### src/wetting_cfg_pkg.sv
/*
  Constants, field layout and level type for the wetting current
  configuration bank.
  Assumes a 32-bit classic Wishbone slave with word-aligned registers;
  each register index is one word, byte address is four times the index.
*/
package wetting_cfg_pkg;

  // ***************************************************************
  // sizes
  // ***************************************************************
  localparam int NUM_CH = 24;
  localparam int NUM_SEL_CH = 10;
  localparam int DATA_W = 32;
  localparam int REG_W = 24;
  localparam int ADDR_W = 8;
  localparam int IDX_W = 6;
  localparam int SEL_W = 4;
  localparam int BYTE_W = 8;
  localparam int FIELD_W = 3;
  localparam int REG_BYTES = 3;

  // ***************************************************************
  // register indices (byte address = index * 4)
  // ***************************************************************
  localparam logic [IDX_W-1:0] IDX_SELECT = 6'h1C;
  localparam logic [IDX_W-1:0] IDX_LOW = 6'h1D;
  localparam logic [IDX_W-1:0] IDX_HIGH = 6'h1E;
  localparam logic [IDX_W-1:0] IDX_SCALED = 6'h3F;

  // ***************************************************************
  // writable masks and reset values
  // ***************************************************************
  localparam logic [REG_W-1:0] SELECT_MASK = 24'h0003FF;
  localparam logic [REG_W-1:0] LOW_MASK = 24'hFFFFFF;
  localparam logic [REG_W-1:0] HIGH_MASK = 24'h7FFFFF;
  localparam logic [REG_W-1:0] REG_RESET = 24'h000000;
  localparam logic [DATA_W-1:0] READ_ZERO = 32'h00000000;
  localparam logic [SEL_W-1:0] SEL_ALL = 4'hF;

  // ***************************************************************
  // field positions
  // ***************************************************************
  localparam int SINK_DIS_BIT = 22;
  localparam int SOURCE_DIS_BIT = 21;
  localparam int RESERVED_LSB = 23;
  // lsb of each channel's level code in the 48-bit {high, low} pair
  localparam int CH_FIELD_LSB [NUM_CH] = '{
    0, 0, 3, 3, 6, 9, 12, 12, 15, 15, 18, 21,
    24, 24, 27, 27, 30, 30, 33, 33, 36, 36, 39, 42};

  // ***************************************************************
  // level codes and decoded levels
  // ***************************************************************
  localparam logic [FIELD_W-1:0] CODE_OFF = 3'h0;
  localparam logic [FIELD_W-1:0] CODE_1MA = 3'h1;
  localparam logic [FIELD_W-1:0] CODE_2MA = 3'h2;
  localparam logic [FIELD_W-1:0] CODE_5MA = 3'h3;
  localparam logic [FIELD_W-1:0] CODE_10MA = 3'h4;
  localparam logic [FIELD_W-1:0] CODE_15MA = 3'h5;

  typedef enum logic [FIELD_W-1:0] {
    LEVEL_OFF, LEVEL_1MA, LEVEL_2MA, LEVEL_5MA, LEVEL_10MA, LEVEL_15MA
  } level_t;

  // codes five to seven all fold onto the top level
  function automatic level_t decode_level(input logic [FIELD_W-1:0] code);
    level_t lvl;
    lvl = LEVEL_15MA;
    unique case (code)
      CODE_OFF: lvl = LEVEL_OFF;
      CODE_1MA: lvl = LEVEL_1MA;
      CODE_2MA: lvl = LEVEL_2MA;
      CODE_5MA: lvl = LEVEL_5MA;
      CODE_10MA: lvl = LEVEL_10MA;
      default: lvl = LEVEL_15MA;
    endcase
    return lvl;
  endfunction

endpackage

### src/wetting_current_config_regs.sv
/*
  Wetting current configuration bank: select, low and high level
  registers behind a classic Wishbone slave, plus the per-channel level
  decode and the continuous-mode scale-down after switch closure.
  Assumes switchClosed and continuousMode come from logic on clk, so
  they are used without synchronisers, and that the analog current
  sources follow levelOut.
*/
// The Wishbone register port is this design's own decision.
// Notes on behaviour
// - codes zero, one, two: off, 1 mA, 2 mA
// - code three 5 mA, code four 10 mA
// - codes five to seven all give 15 mA
// - low register fields drive channel pairs 0/1, 2/3
// - high fields drive channels 23, 22, pair 20/21
// - sink inputs at 10/15 mA drop to 2 mA
// - source inputs at 10/15 mA drop to 2 mA
// - disable bit set keeps configured high level
// - high register at index 1E, resets to zero
// - select bit zero source, one sink
`timescale 1ns/1ps

module wetting_current_config_regs
  import wetting_cfg_pkg::*;
#(
  parameter int CHANNELS = NUM_CH
) (
  // clock and reset
  input wire logic clk,
  input wire logic srst,
  // wishbone classic slave
  input wire logic cyc_i,
  input wire logic stb_i,
  input wire logic we_i,
  input wire logic [ADDR_W-1:0] adr_i,
  input wire logic [SEL_W-1:0] sel_i,
  input wire logic [DATA_W-1:0] dat_i,
  output logic [DATA_W-1:0] dat_o,
  output logic ack_o,
  // operating state from the detection logic
  input wire logic continuousMode,
  input wire logic [CHANNELS-1:0] switchClosed,
  // current source controls
  output logic [CHANNELS*FIELD_W-1:0] levelOut,
  output logic [NUM_SEL_CH-1:0] sinkSelect,
  output logic [CHANNELS-1:0] scaledDown
);

  // ***************************************************************
  // bus decode
  // ***************************************************************
  logic ack_reg;
  logic [DATA_W-1:0] readData_reg;
  logic [DATA_W-1:0] readData_next;
  logic [REG_W-1:0] select_reg;
  logic [REG_W-1:0] levelLow_reg;
  logic [REG_W-1:0] levelHigh_reg;
  logic [IDX_W-1:0] wordIdx;
  logic request;
  logic writeReq;
  logic readReq;

  // a new request is taken only while no ack is out, so a held
  // strobe cannot be answered on two cycles in a row
  assign request = cyc_i & stb_i & ~ack_reg;
  assign writeReq = request & we_i;
  assign readReq = request & ~we_i;
  assign wordIdx = adr_i[ADDR_W-1:2];

  // ack comes one edge after the request and lasts one cycle
  always_ff @(posedge clk) begin
    if (srst) begin
      ack_reg <= 1'b0;
    end else begin
      ack_reg <= request;
    end
  end

  assign ack_o = ack_reg;

  // ***************************************************************
  // byte-lane merge
  // ***************************************************************
  // only lanes 0 to 2 carry register bits; lane 3 is always dropped
  function automatic logic [REG_W-1:0] merge_lanes(
    input logic [REG_W-1:0] old,
    input logic [DATA_W-1:0] wdata,
    input logic [SEL_W-1:0] sel,
    input logic [REG_W-1:0] mask
  );
    logic [REG_W-1:0] res;
    res = old;
    for (int b = 0; b < REG_BYTES; b++) begin
      if (sel[b]) begin
        res[b*BYTE_W +: BYTE_W] = wdata[b*BYTE_W +: BYTE_W];
      end
    end
    return res & mask;
  endfunction

  // ***************************************************************
  // configuration registers
  // ***************************************************************
  // source or sink choice for the selectable channels
  always_ff @(posedge clk) begin
    if (srst) begin
      select_reg <= REG_RESET;
    end else if (writeReq && wordIdx == IDX_SELECT) begin
      select_reg <= merge_lanes(select_reg, dat_i, sel_i, SELECT_MASK);
    end
  end

  // low level register: codes for channels 0 to 11
  always_ff @(posedge clk) begin
    if (srst) begin
      levelLow_reg <= REG_RESET;
    end else if (writeReq && wordIdx == IDX_LOW) begin
      levelLow_reg <= merge_lanes(levelLow_reg, dat_i, sel_i, LOW_MASK);
    end
  end

  // high level register; the mask keeps bit 23 at zero
  always_ff @(posedge clk) begin
    if (srst) begin
      levelHigh_reg <= REG_RESET;
    end else if (writeReq && wordIdx == IDX_HIGH) begin
      levelHigh_reg <= merge_lanes(levelHigh_reg, dat_i, sel_i,
                                   HIGH_MASK);
    end
  end

  // ***************************************************************
  // read path
  // ***************************************************************
  // unmapped words answer with zero so software never sees stale data
  always_comb begin
    readData_next = READ_ZERO;
    unique case (wordIdx)
      IDX_SELECT: readData_next = {{(DATA_W-REG_W){1'b0}}, select_reg};
      IDX_LOW: readData_next = {{(DATA_W-REG_W){1'b0}}, levelLow_reg};
      IDX_HIGH: readData_next = {{(DATA_W-REG_W){1'b0}}, levelHigh_reg};
      IDX_SCALED: readData_next = {{(DATA_W-CHANNELS){1'b0}}, scaledDown};
      default: readData_next = READ_ZERO;
    endcase
  end

  // data is captured with the request and held until the next read
  always_ff @(posedge clk) begin
    if (srst) begin
      readData_reg <= READ_ZERO;
    end else if (readReq) begin
      readData_reg <= readData_next;
    end
  end

  assign dat_o = readData_reg;

  // ***************************************************************
  // level decode and scale-down
  // ***************************************************************
  logic [2*REG_W-1:0] fieldBits;
  level_t cfgLevel [CHANNELS];
  level_t level_next [CHANNELS];
  level_t level_reg [CHANNELS];
  logic [CHANNELS-1:0] scaled_next;
  logic [CHANNELS-1:0] scaled_reg;

  assign fieldBits = {levelHigh_reg, levelLow_reg};

  // channels above the selectable ones are taken as sourcing inputs
  always_comb begin
    for (int ch = 0; ch < CHANNELS; ch++) begin
      logic isSink;
      logic scaleOff;
      isSink = 1'b0;
      scaleOff = 1'b0;
      cfgLevel[ch] = decode_level(
        fieldBits[CH_FIELD_LSB[ch] +: FIELD_W]);
      if (ch < NUM_SEL_CH) begin
        isSink = select_reg[ch];
      end
      scaleOff = isSink ? levelHigh_reg[SINK_DIS_BIT]
                        : levelHigh_reg[SOURCE_DIS_BIT];
      scaled_next[ch] = continuousMode && switchClosed[ch] && !scaleOff &&
                        (cfgLevel[ch] == LEVEL_10MA ||
                         cfgLevel[ch] == LEVEL_15MA);
      level_next[ch] = scaled_next[ch] ? LEVEL_2MA : cfgLevel[ch];
    end
  end

  // one register stage so the current sources never see decode glitches
  always_ff @(posedge clk) begin
    if (srst) begin
      for (int ch = 0; ch < CHANNELS; ch++) begin
        level_reg[ch] <= LEVEL_OFF;
      end
      scaled_reg <= '0;
    end else begin
      for (int ch = 0; ch < CHANNELS; ch++) begin
        level_reg[ch] <= level_next[ch];
      end
      scaled_reg <= scaled_next;
    end
  end

  // ***************************************************************
  // outputs
  // ***************************************************************
  // flatten the level array, channel 0 in the low bits
  always_comb begin
    for (int ch = 0; ch < CHANNELS; ch++) begin
      levelOut[ch*FIELD_W +: FIELD_W] = level_reg[ch];
    end
  end

  assign sinkSelect = select_reg[NUM_SEL_CH-1:0];
  assign scaledDown = scaled_reg;
endmodule

### config.mk
export PLATFORM = sky130hd
export DESIGN_NAME = wetting_current_config_regs
export DESIGN_NICKNAME = d
export VERILOG_FILES = /design/src/wetting_cfg_pkg.sv /design/src/wetting_current_config_regs.sv
export SDC_FILE = /design/constraint.sdc
export NUM_CORES = 1
export LEC_CHECK = 0
export ABC_AREA = 0
export BUFFER_PORTS_ARGS = -buffer_cell sky130_fd_sc_hd__buf_2
export CORE_MARGIN = 3
export CORE_UTILIZATION = 42
export CTS_BUF_LIST = sky130_fd_sc_hd__clkbuf_8 sky130_fd_sc_hd__clkbuf_16
export CTS_CLUSTER_DIAMETER = 60
export CTS_CLUSTER_SIZE = 40
export DETAILED_ROUTE_END_ITERATION = 12
export GPL_ROUTABILITY_DRIVEN = 0
export PLACE_DENSITY = 0.68
export SYNTH_ARGS = -nofsm -noshare
export SYNTH_HDL_FRONTEND = slang
export SYNTH_SLANG_ARGS = --single-unit
### constraint.sdc
create_clock -name clk -period 4 [get_ports clk]
set_input_delay 0 -clock clk [delete_from_list [all_inputs] [get_ports clk]]
set_output_delay 0 -clock clk [all_outputs]
set_load 0.1 [all_outputs]
# ---- After elaboration in Yosys (flattened, before gate mapping)
# Memory sizes are Yosys's and may differ from the RTL's.
# Index checks and enable logic that the tools add are counted.
dict set report totals {
  regBits 114
  ram_bits 72
  inputBits 74
  out_inout_bits 139
  word_cells 337
  n_memories 1
}
# memory depth width rd rd_ports_with_merged_regs wr line
set mem_list {}
lappend mem_list {level_reg 24 3 24 0 24 wetting_current_config_regs.sv:164} ;# level_t level_reg [CHANNELS];
dict set report op_classes {
  eq_ne 94
  muxes 77
  bitwise 30
  reduce_logical 124
}
# op count
set op_table {}
lappend op_table {{3-bit one-hot mux with 5 select lines} 15}
lappend op_table {{3-bit 2-to-1 mux} 48}
lappend op_table {{3-bit equality test (second input constant)} 45}
lappend op_table {{24-bit one-hot mux with 4 select lines} 1}
lappend op_table {{3-bit by 2-bit equality test with 1-bit output (second input constant)} 30}
lappend op_table {{1-bit logical AND} 75}
lappend op_table {{3-bit by 1-bit equality test with 1-bit output (second input constant)} 15}
lappend op_table {{3-bit logical NOT} 15}
lappend op_table {{1-bit bitwise OR} 24}
lappend op_table {{6-bit by 5-bit equality test with 1-bit output (second input constant)} 3}
lappend op_table {{2-bit AND reduction} 8}
lappend op_table {{1-bit logical OR} 15}
lappend op_table {{1-bit 2-to-1 mux} 13}
lappend op_table {{1-bit logical NOT} 11}
lappend op_table {{6-bit equality test (second input constant)} 1}
lappend op_table {{1-bit AND} 4}
lappend op_table {{1-bit NOT} 2}

# ---- Logic depth before layout (Yosys ltp)
# Gate-level depths: netlist (run 1).
dict set report logic_depth {
  ltp_word 7
  mapped_depth 6
  mapped_depth_nobuf 4
}

# ---- Worst setup path before layout (run 1)
# No wires, ideal clock.
dict set report synth_timing {
  path_kind {register -> register}
  from {reg ack_reg, in the netlist ack_o}
  to {reg readData_reg[0], in the netlist dat_o[0]}
  setup_time_ps 152
  arrival_ps 1903
  required_time_ps 3848
  setup_slack_ps 1945
  path_stages_with_launch 5
  n_path_buf 1
  synth_period_minus_slack_ps 2055
  path_cell_list {dfxtp_1 > nand4bb_1 > a211o_1 > buf_1 > a221oi_1}
}
dict set report synth_via {
  elab_chain_cells 3
}
# item line
set synth_lines {}
lappend synth_lines {{start, declared} wetting_current_config_regs.sv:52} ;# logic ack_reg;
lappend synth_lines {{start signal, assigned} wetting_current_config_regs.sv:75} ;# ack_reg <= request;
lappend synth_lines {{1-bit NOT} wetting_current_config_regs.sv:65} ;# assign request = cyc_i & stb_i & ~ack_reg;
lappend synth_lines {{1-bit AND} wetting_current_config_regs.sv:65}
lappend synth_lines {{1-bit AND} wetting_current_config_regs.sv:67} ;# assign readReq = request & ~we_i;
lappend synth_lines {{end signal, assigned} wetting_current_config_regs.sv:152} ;# readData_reg <= readData_next;
lappend synth_lines {{end, declared} wetting_current_config_regs.sv:53} ;# logic [DATA_W-1:0] readData_reg;
# No other way between the ends.
# A chain may end at the register's enable or synchronous reset.

# ---- Worst setup path after layout (run 1)
dict set report layout_timing {
  from {reg ack_reg, in the netlist ack_o}
  to {reg readData_reg[14], in the netlist dat_o[14]}
}
# Same word-level chain as after synthesis.

==> results by group, run 1 <==
Clocking
  • Reg clk slew, reported paths: 0.07 ns
  • Clock Path Buffers: 2
  • Clock Latency Late Sink: 0.43 ns
  • Htree depth: 4
  • Num CTS Buffers: 17
  • Number of post-CTS setup repair buffers: 0
  • Clock tree from TritonCTS: built
  • Num Clock Sinks: about 180
  • Clk root buf: clkbuf_16

Finish
  • Filler cells: about 1.4k
  • Post-route cell area: 0.00877 sq mm
  • Area Overhead vs Synth: 31.3%
  • Final #Nets: between 900 and 1k
  • Multi-input gate area: between 0.002 and 0.003 sq mm
  • FF+latch area: 0.00356 sq mm
  • Layout cell share with drive strength beyond 1: 27.6%
  • Diode count: 0
  • Commonest non-fill, non-tap cell in the layout: buf_2
  • Most frequent cells in the layout: 192 x buf_2, 178 x dfxtp_1, 93 x nor2_1
  • Max reg flops: slightly above 70

Critical path
  • CP top delay family: simple AND/OR/NAND/NOR gates
  • CP Buf/Inv Count: 1
  • Critical path data arrival time: approximately 2.8 ns
  • Crit path largest cell delay: a little under 0.9 ns
  • Critical path required time: between 4 and 5 ns
  • Max FO, Critical Path: 24
  • Kind of critical path: flop to flop
  • Crit-path cells: nand4bb_1 > buf_4 > a211o_1 > nor2_1 > a22o_1
  • Crit. End Element: flop
  • Crit-path slowest cell: nor2_1
  • Startpoint type of the worst setup path: flop

Timing
  • Final count of pins violating max slew: 0
  • Hold Vio Cnt, Final: 0
  • Setup total negative slack: 0 ns
  • Fmax: approximately 420 MHz
  • Min Tclk post-route: 2.40 ns
  • RSZ-0062 raised after global routing: false
  • Final hold slack: ~0.055 ns
  • Tcrit/Tclk final: about three fifths
  • Final WS setup: 1.60 ns
  • Slew headroom: between 20% and 30%
  • Clk_skew: 0.00812 ns
  • Final setup vio count: 0
  • Actual slew at the worst max-slew pin: 1.16 ns

Yosys
  • Yosys warns: 0
  • Asr flop ratio synth: 0%
  • Synth Flop Type: dfxtp_1
  • Syn Inst Count: around 660
  • Post-synth EDFFs: 0
  • Syn Std Cell Area: roughly 0.0067 sq mm
  • Avg Inst Size Synth: ~10 sq um
  • Flops & latches, synth: 178
  • Cell variety after synth: 35
  • Register area share after synthesis: a little over half

Routing
  • DRC violations left: 0
  • Number of DRC markers in iteration 0: 430
  • Post-DRT Antenna Nets: 0
  • Drt pass-1 iters: 6
  • Drt total wl: around 20000 microns
  • Vias per Instance: roughly 5.3
  • WL/cell: around 18 microns
  • Via count: about 5.8k

Power and ir drop
  • Combinational power share: 5.5%
  • Final Power: around 0.0036 W
  • Sequential share of power: around half
  • Clock share of power: ~45%
  • VDD IR max: approximately 290 uV
  • Power Density: 406 mW/mm^2
  • Sw Share: between 20% and 30%
  • Sw power: around 0.00090 W
  • Int Pwr: around 0.0027 W
  • Lkg Pwr: 4.05 nW

Global route
  • Global route total overflow: 0
  • Vias in the first global route: 5552
  • Largest net degree at the start of global routing: 75
  • First-pass GRT wire length: 30300 microns
  • Initial antenna violation count: 0
  • GRT Total Usage: approximately 22%

Die
  • Core ar.: 0.0154 sq mm
  • Initial core utilization: a little over two fifths
  • Die height: ~130 microns
  • Die extent in x: 132 microns
  • Die area: approximately 0.017 sq mm
  • Number of I/O pins: between 200 and 250
  • FP Rows: 45

Placement
  • Placed cell areas: 0.00769 sq mm
  • Pre-CTS worst setup slack: 1.59 ns
  • Input/output buffers: 193
  • Hpwl dp: about 13000 microns

Outcome
  • Status: completed

Job
  • Max_cap viols: 0

Worst hold path
  • HP Class: input pin to flop
## final cells by class
| class | instances | area share [%] |
|---|---|---|
| flip-flops and latches | 178 | 40.6 |
| well taps | 211 | 3.01 |
| multi-input cells | 433 | 32.7 |
| repair buffers | 247 | 17.1 |
| clock inverters | 15 | 1.70 |
| clock buffers | 17 | 4.85 |
## path summary, 6_finish.rpt
check,to,cells past startpoint,start,slack (ns)
max,dat_o[14],5,ack_o,1.60
max reg2reg,dat_o[14],5,ack_o,1.60
min reg2reg,ack_o,1,ack_o,0.46
min,scaledDown[1],3,continuousMode,0.05
## worst reg2reg max path: cells and delay by family (launching register included)
| kind | cells | cell delay, ns |
|---|---|---|
| flip-flops | 1 | 0.33 |
| buffers and inverters | 1 | 0.23 |
| AND/OR/NAND/NOR | 2 | 1.05 |
| AO/OA/AOI/OAI | 2 | 0.75 |
## logic make-up after synthesis
group / after synthesis / synth area share, %
AOI/OAI and AO/OA: 135 / 15.0
buffers and inverters: 57 / 4.12
DFF: 178 / 53.4
muxes: 67 / 10.0
other: 1 / 0.0562
and+or+nand+nor: 223 / 17.4
## Yosys cell counts, types with 2 or more instances
library cell / instances / area, sq um
a21oi_1: 54 / 270
a221oi_1: 3 / 26.3
a221oi_2: 7 / 105
a222oi_1: 10 / 100
a22o_1: 13 / 114
a22oi_1: 24 / 180
a311oi_1: 9 / 78.8
and2_1: 2 / 12.5
and4_1: 10 / 87.6
and4b_1: 2 / 20.0
buf_1: 4 / 15.0
buf_2: 4 / 20.0
buf_4: 11 / 82.6
buf_6: 2 / 22.5
clkbuf_1: 36 / 135
dfxtp_1: 178 / 3560
mux2i_1: 67 / 671
nand2_1: 26 / 97.6
nand2b_1: 29 / 181
nand3_1: 16 / 80.1
nand4_1: 12 / 75.1
nand4_2: 7 / 87.6
nor2_1: 93 / 349
nor2b_1: 3 / 18.8
nor3_1: 11 / 55.1
nor3b_1: 7 / 52.6
o2bb2ai_1: 13 / 114
## per-stage QoR
step	std cells	utilization [%]
6_report	1101	57.0
2_1_floorplan	668	-
3_3_place_gp	1019	50.1
5_1_grt	1101	57.0
3_5_place_dp	1019	50.1
4_1_cts	1101	57.0
## routing by layer
layer | up-vias | part of all wire [%] | global-route usage (%)
li1 | 2811 | - | -
met1 | 2730 | 43 | 27.4
met2 | 218 | 48 | 36.4
met3 | 27 | 7.5 | 6.76
met4 | 0 | 1.8 | 6.71
met5 | - | 0 | 0
## repair_timing
| action | CTS | global route |
|---|---|---|
| hold buffers | 50 | 0 |
| resized for setup | 0 | 0 |
| hold endpoints to repair | 154 | 0 |
## power by group through the flow
stage | Clock, W | Sequential (W) | Combinational, W
finish | 0.00160 | 0.00177 | 0.000196
global route | 0.00170 | 0.00177 | 0.000208
CTS | 0.00163 | 0.00177 | 0.000195
detailed placement | 0 | 0.00181 | 0.000155
global placement | 0 | 0.00181 | 0.000155
floorplan | 0 | 0.00182 | 0.0000928
Power figures use the tool's default switching activity.
==> run 2, diff against run 1 <==
==> constraint.sdc (replaced) <==
create_clock -name clk -period 2.37 [get_ports clk]
set_input_delay 0 -clock clk [delete_from_list [all_inputs] [get_ports clk]]
set_output_delay 0 -clock clk [all_outputs]
set_load 0.1 [all_outputs]
==> run 2 against run 1 <==
Setup slack lost 1.1 ns. Non-clock buffer count up 5. Clock power up 92%. Combinational power grew 72%. Sequential power up 69%. Core utilization is 0.81 points higher. Via count is 0.97% higher. Final area is 1.4% higher. Clock-buffer cell count is the same. Routed wire length grew 2.2%. Maximum frequency rose by 30%. Sequential share of layout area fell by 0.57 points.
==> results by group, run 2 (synthesis gave the netlist of run 1 again) <==
Timing
  • RSZ-0062 raised after global routing: false (unchanged)
  • Hold Vio Cnt, Final: 0 (unchanged)
  • Fmax: 539 MHz (was 416 MHz)
  • Actual slew at the worst max-slew pin: 1.06 ns (was 1.16 ns)
  • Tcrit/Tclk final: 78.2% (was 60.1%)
  • Final setup vio count: 0 (unchanged)
  • Slew headroom: 29.1% (was 22.7%)
  • Setup total negative slack: 0 ns (unchanged)
  • Clk_skew: 0.00750 ns (was 0.00812 ns)
  • Final count of pins violating max slew: 0 (unchanged)
  • Min Tclk post-route: 1.85 ns (was 2.40 ns)

Global route
  • Largest net degree at the start of global routing: 99 (was 75)
  • First-pass GRT wire length: 30900 microns (was 30300 microns)
  • Global route total overflow: 0 (unchanged)
  • Vias in the first global route: 5540 (was 5552)
  • Initial antenna violation count: 0 (unchanged)
  • GRT Total Usage: 22.2% (was 21.9%)

Clocking
  • Clock tree from TritonCTS: built (unchanged)
  • Reg clk slew, reported paths: 0.07 ns (about the same)
  • Htree depth: 4 (unchanged)
  • Clock Path Buffers: 2 (unchanged)
  • Num CTS Buffers: 17 (unchanged)
  • Clk root buf: clkbuf_16 (unchanged)
  • Num Clock Sinks: 178 (unchanged)
  • Clock Latency Late Sink: 0.43 ns (about the same)
  • Number of post-CTS setup repair buffers: 0 (unchanged)

Finish
  • Commonest non-fill, non-tap cell in the layout: buf_2 (unchanged)
  • Post-route cell area: 0.00889 sq mm (was 0.00877 sq mm)
  • Area Overhead vs Synth: 33.2% (was 31.3%)
  • Max reg flops: 72 (unchanged)
  • Diode count: 0 (unchanged)
  • Multi-input gate area: 0.00287 sq mm (unchanged)
  • Most frequent cells in the layout: 192 x buf_2, 178 x dfxtp_1, 93 x nor2_1 (unchanged)
  • Filler cells: 1373 (was 1377)
  • Layout cell share with drive strength beyond 1: 28.0% (was 27.6%)
  • FF+latch area: 0.00356 sq mm (unchanged)
  • Final #Nets: 956 (was 951)

Placement
  • Placed cell areas: 0.00774 sq mm (was 0.00769 sq mm)
  • Input/output buffers: 193 (unchanged)
  • Hpwl dp: 13700 microns (was 13500 microns)

Critical path
  • Critical path data arrival time: 2.22 ns (was 2.77 ns)
  • Critical R2R Launch: ack_o (unchanged)
  • Worst r2r path cells: 5 (unchanged)
  • Crit-path cells: nand4bb_1 > a211o_1 > nor2_1 > buf_4 > a22o_1 (was nand4bb_1 > buf_4 > a211o_1 > nor2_1 > a22o_1)
  • R2R setup slack: 0.52 ns (was 1.60 ns)
  • Max FO, Critical Path: 13 (was 24)
  • RR Endpoint: dat_o[22] (was dat_o[14])
  • Startpoint type of the worst setup path: flop (unchanged)
  • Kind of critical path: flop to flop (unchanged)
  • Crit. End Element: flop (unchanged)
  • Crit path largest cell delay: 0.57 ns (was 0.88 ns)
  • Crit-path slowest cell: a211o_1 (was nor2_1)
  • Critical path required time: 2.74 ns (was 4.37 ns)

Die
  • Core ar.: 0.0154 sq mm (unchanged)
  • Die extent in x: 132 microns (unchanged)
  • Die area: 0.0174 sq mm (unchanged)
  • Initial core utilization: 43.4% (unchanged)
  • Number of I/O pins: 213 (unchanged)
  • Die height: 132 microns (unchanged)
  • FP Rows: 45 (unchanged)

Outcome
  • Status: completed (unchanged)

Power and ir drop
  • VDD IR max: 471 uV (was 288 uV)
  • Lkg Pwr: 4.11 nW (was 4.05 nW)
  • Final Power: 0.00640 W (was 0.00356 W)
  • Power Density: 720 mW/mm^2 (was 406 mW/mm^2)

Worst hold path
  • HP Class: input pin to flop (unchanged)
  • Worst hold path endpoint: scaledDown[9] (was scaledDown[1])
  • Hold depth: 2 (was 3)
  • Hold_sp: srst (was continuousMode)

Routing
  • Via count: 5842 (was 5786)
  • Post-DRT Antenna Nets: 0 (unchanged)
  • Vias per Instance: 5.28 (was 5.26)
  • Number of DRC markers in iteration 0: 431 (was 430)
  • Drt total wl: 19900 microns (was 19500 microns)
  • Drt pass-1 iters: 5 (was 6)
  • WL/cell: 18.0 microns (was 17.7 microns)
  • DRC violations left: 0 (unchanged)

Job
  • Max_cap viols: 0 (unchanged)
==> run 2: cell types whose count changed in the layout (fill, tap and decap cells not counted) <==
| cell | change |
|---|---|
| buf_12 | +1 |
| buf_4 | +4 |
| bufinv_16 | +4 |
| clkinv_4 | -3 |
| clkinv_8 | -1 |
| clkinvlp_4 | +1 |
| inv_8 | -1 |
==> run 2: layout make-up <==
class,count,area share [%]
clock buffer,17,4.78
clock inverter,15,2.50
multi-input combinational,433,32.2
sequential,178,40.1
tap,211,2.97
timing repair buffer,252,17.4
==> run 2: power breakdown <==
part | switching, W | internal (W)
logic | 0.000219 | 0.000118
clock network | 0.00127 | 0.00180
registers | 0.00000162 | 0.00299
==> run 2: how the worst max path moves through the flow <==
stage,end,start,slack [ns]
CTS,dat_o[22],ack_o,0.50
finish,dat_o[22],ack_o,0.52
floorplan,dat_o[0],ack_o,0.32
global route,dat_o[20],ack_o,0.34
detailed placement,dat_o[22],ack_o,0.51
global placement,dat_o[17],ack_o,0.54
==> run 2: critical path, delay by kind of cell, from the launching register on <==
kind,cells,cell delay (ns)
compound gates,2,0.73
buf+inv,1,0.23
flops,1,0.33
simple gates,2,0.51
==> run 2: stage by stage <==
step / hold slack [ns] / setup WS, ns / utilization [%] / instances
after floorplan: 0.0878 / 0.315 / - / 668
after global placement: 0.214 / 0.542 / 50.4 / 1024
after detailed placement: 0.215 / 0.509 / 50.4 / 1024
after CTS: 0.0109 / 0.497 / 57.9 / 1106
after global routing: 0.0421 / 0.336 / 57.9 / 1106
final: 0.0253 / 0.516 / 57.9 / 1106
==> run 2: timing repair <==
| action | in CTS | in global routing |
|---|---|---|
| hold endpoints to repair | 154 | 0 |
| hold buffers | 50 | 0 |
| resized for setup | 0 | 0 |
==> run 2: per-layer routing <==
| metal | up-vias | GRT usage, % | routed length [microns] | share of wire, % |
|---|---|---|---|---|
| met5 | - | 0 | 0 | 0 |
| met4 | 0 | 6.59 | 308 | 1.5 |
| met3 | 25 | 5.80 | 1460 | 7.3 |
| met2 | 245 | 36.5 | 9490 | 48 |
| met1 | 2748 | 28.9 | 8690 | 44 |
| li1 | 2824 | - | - | - |
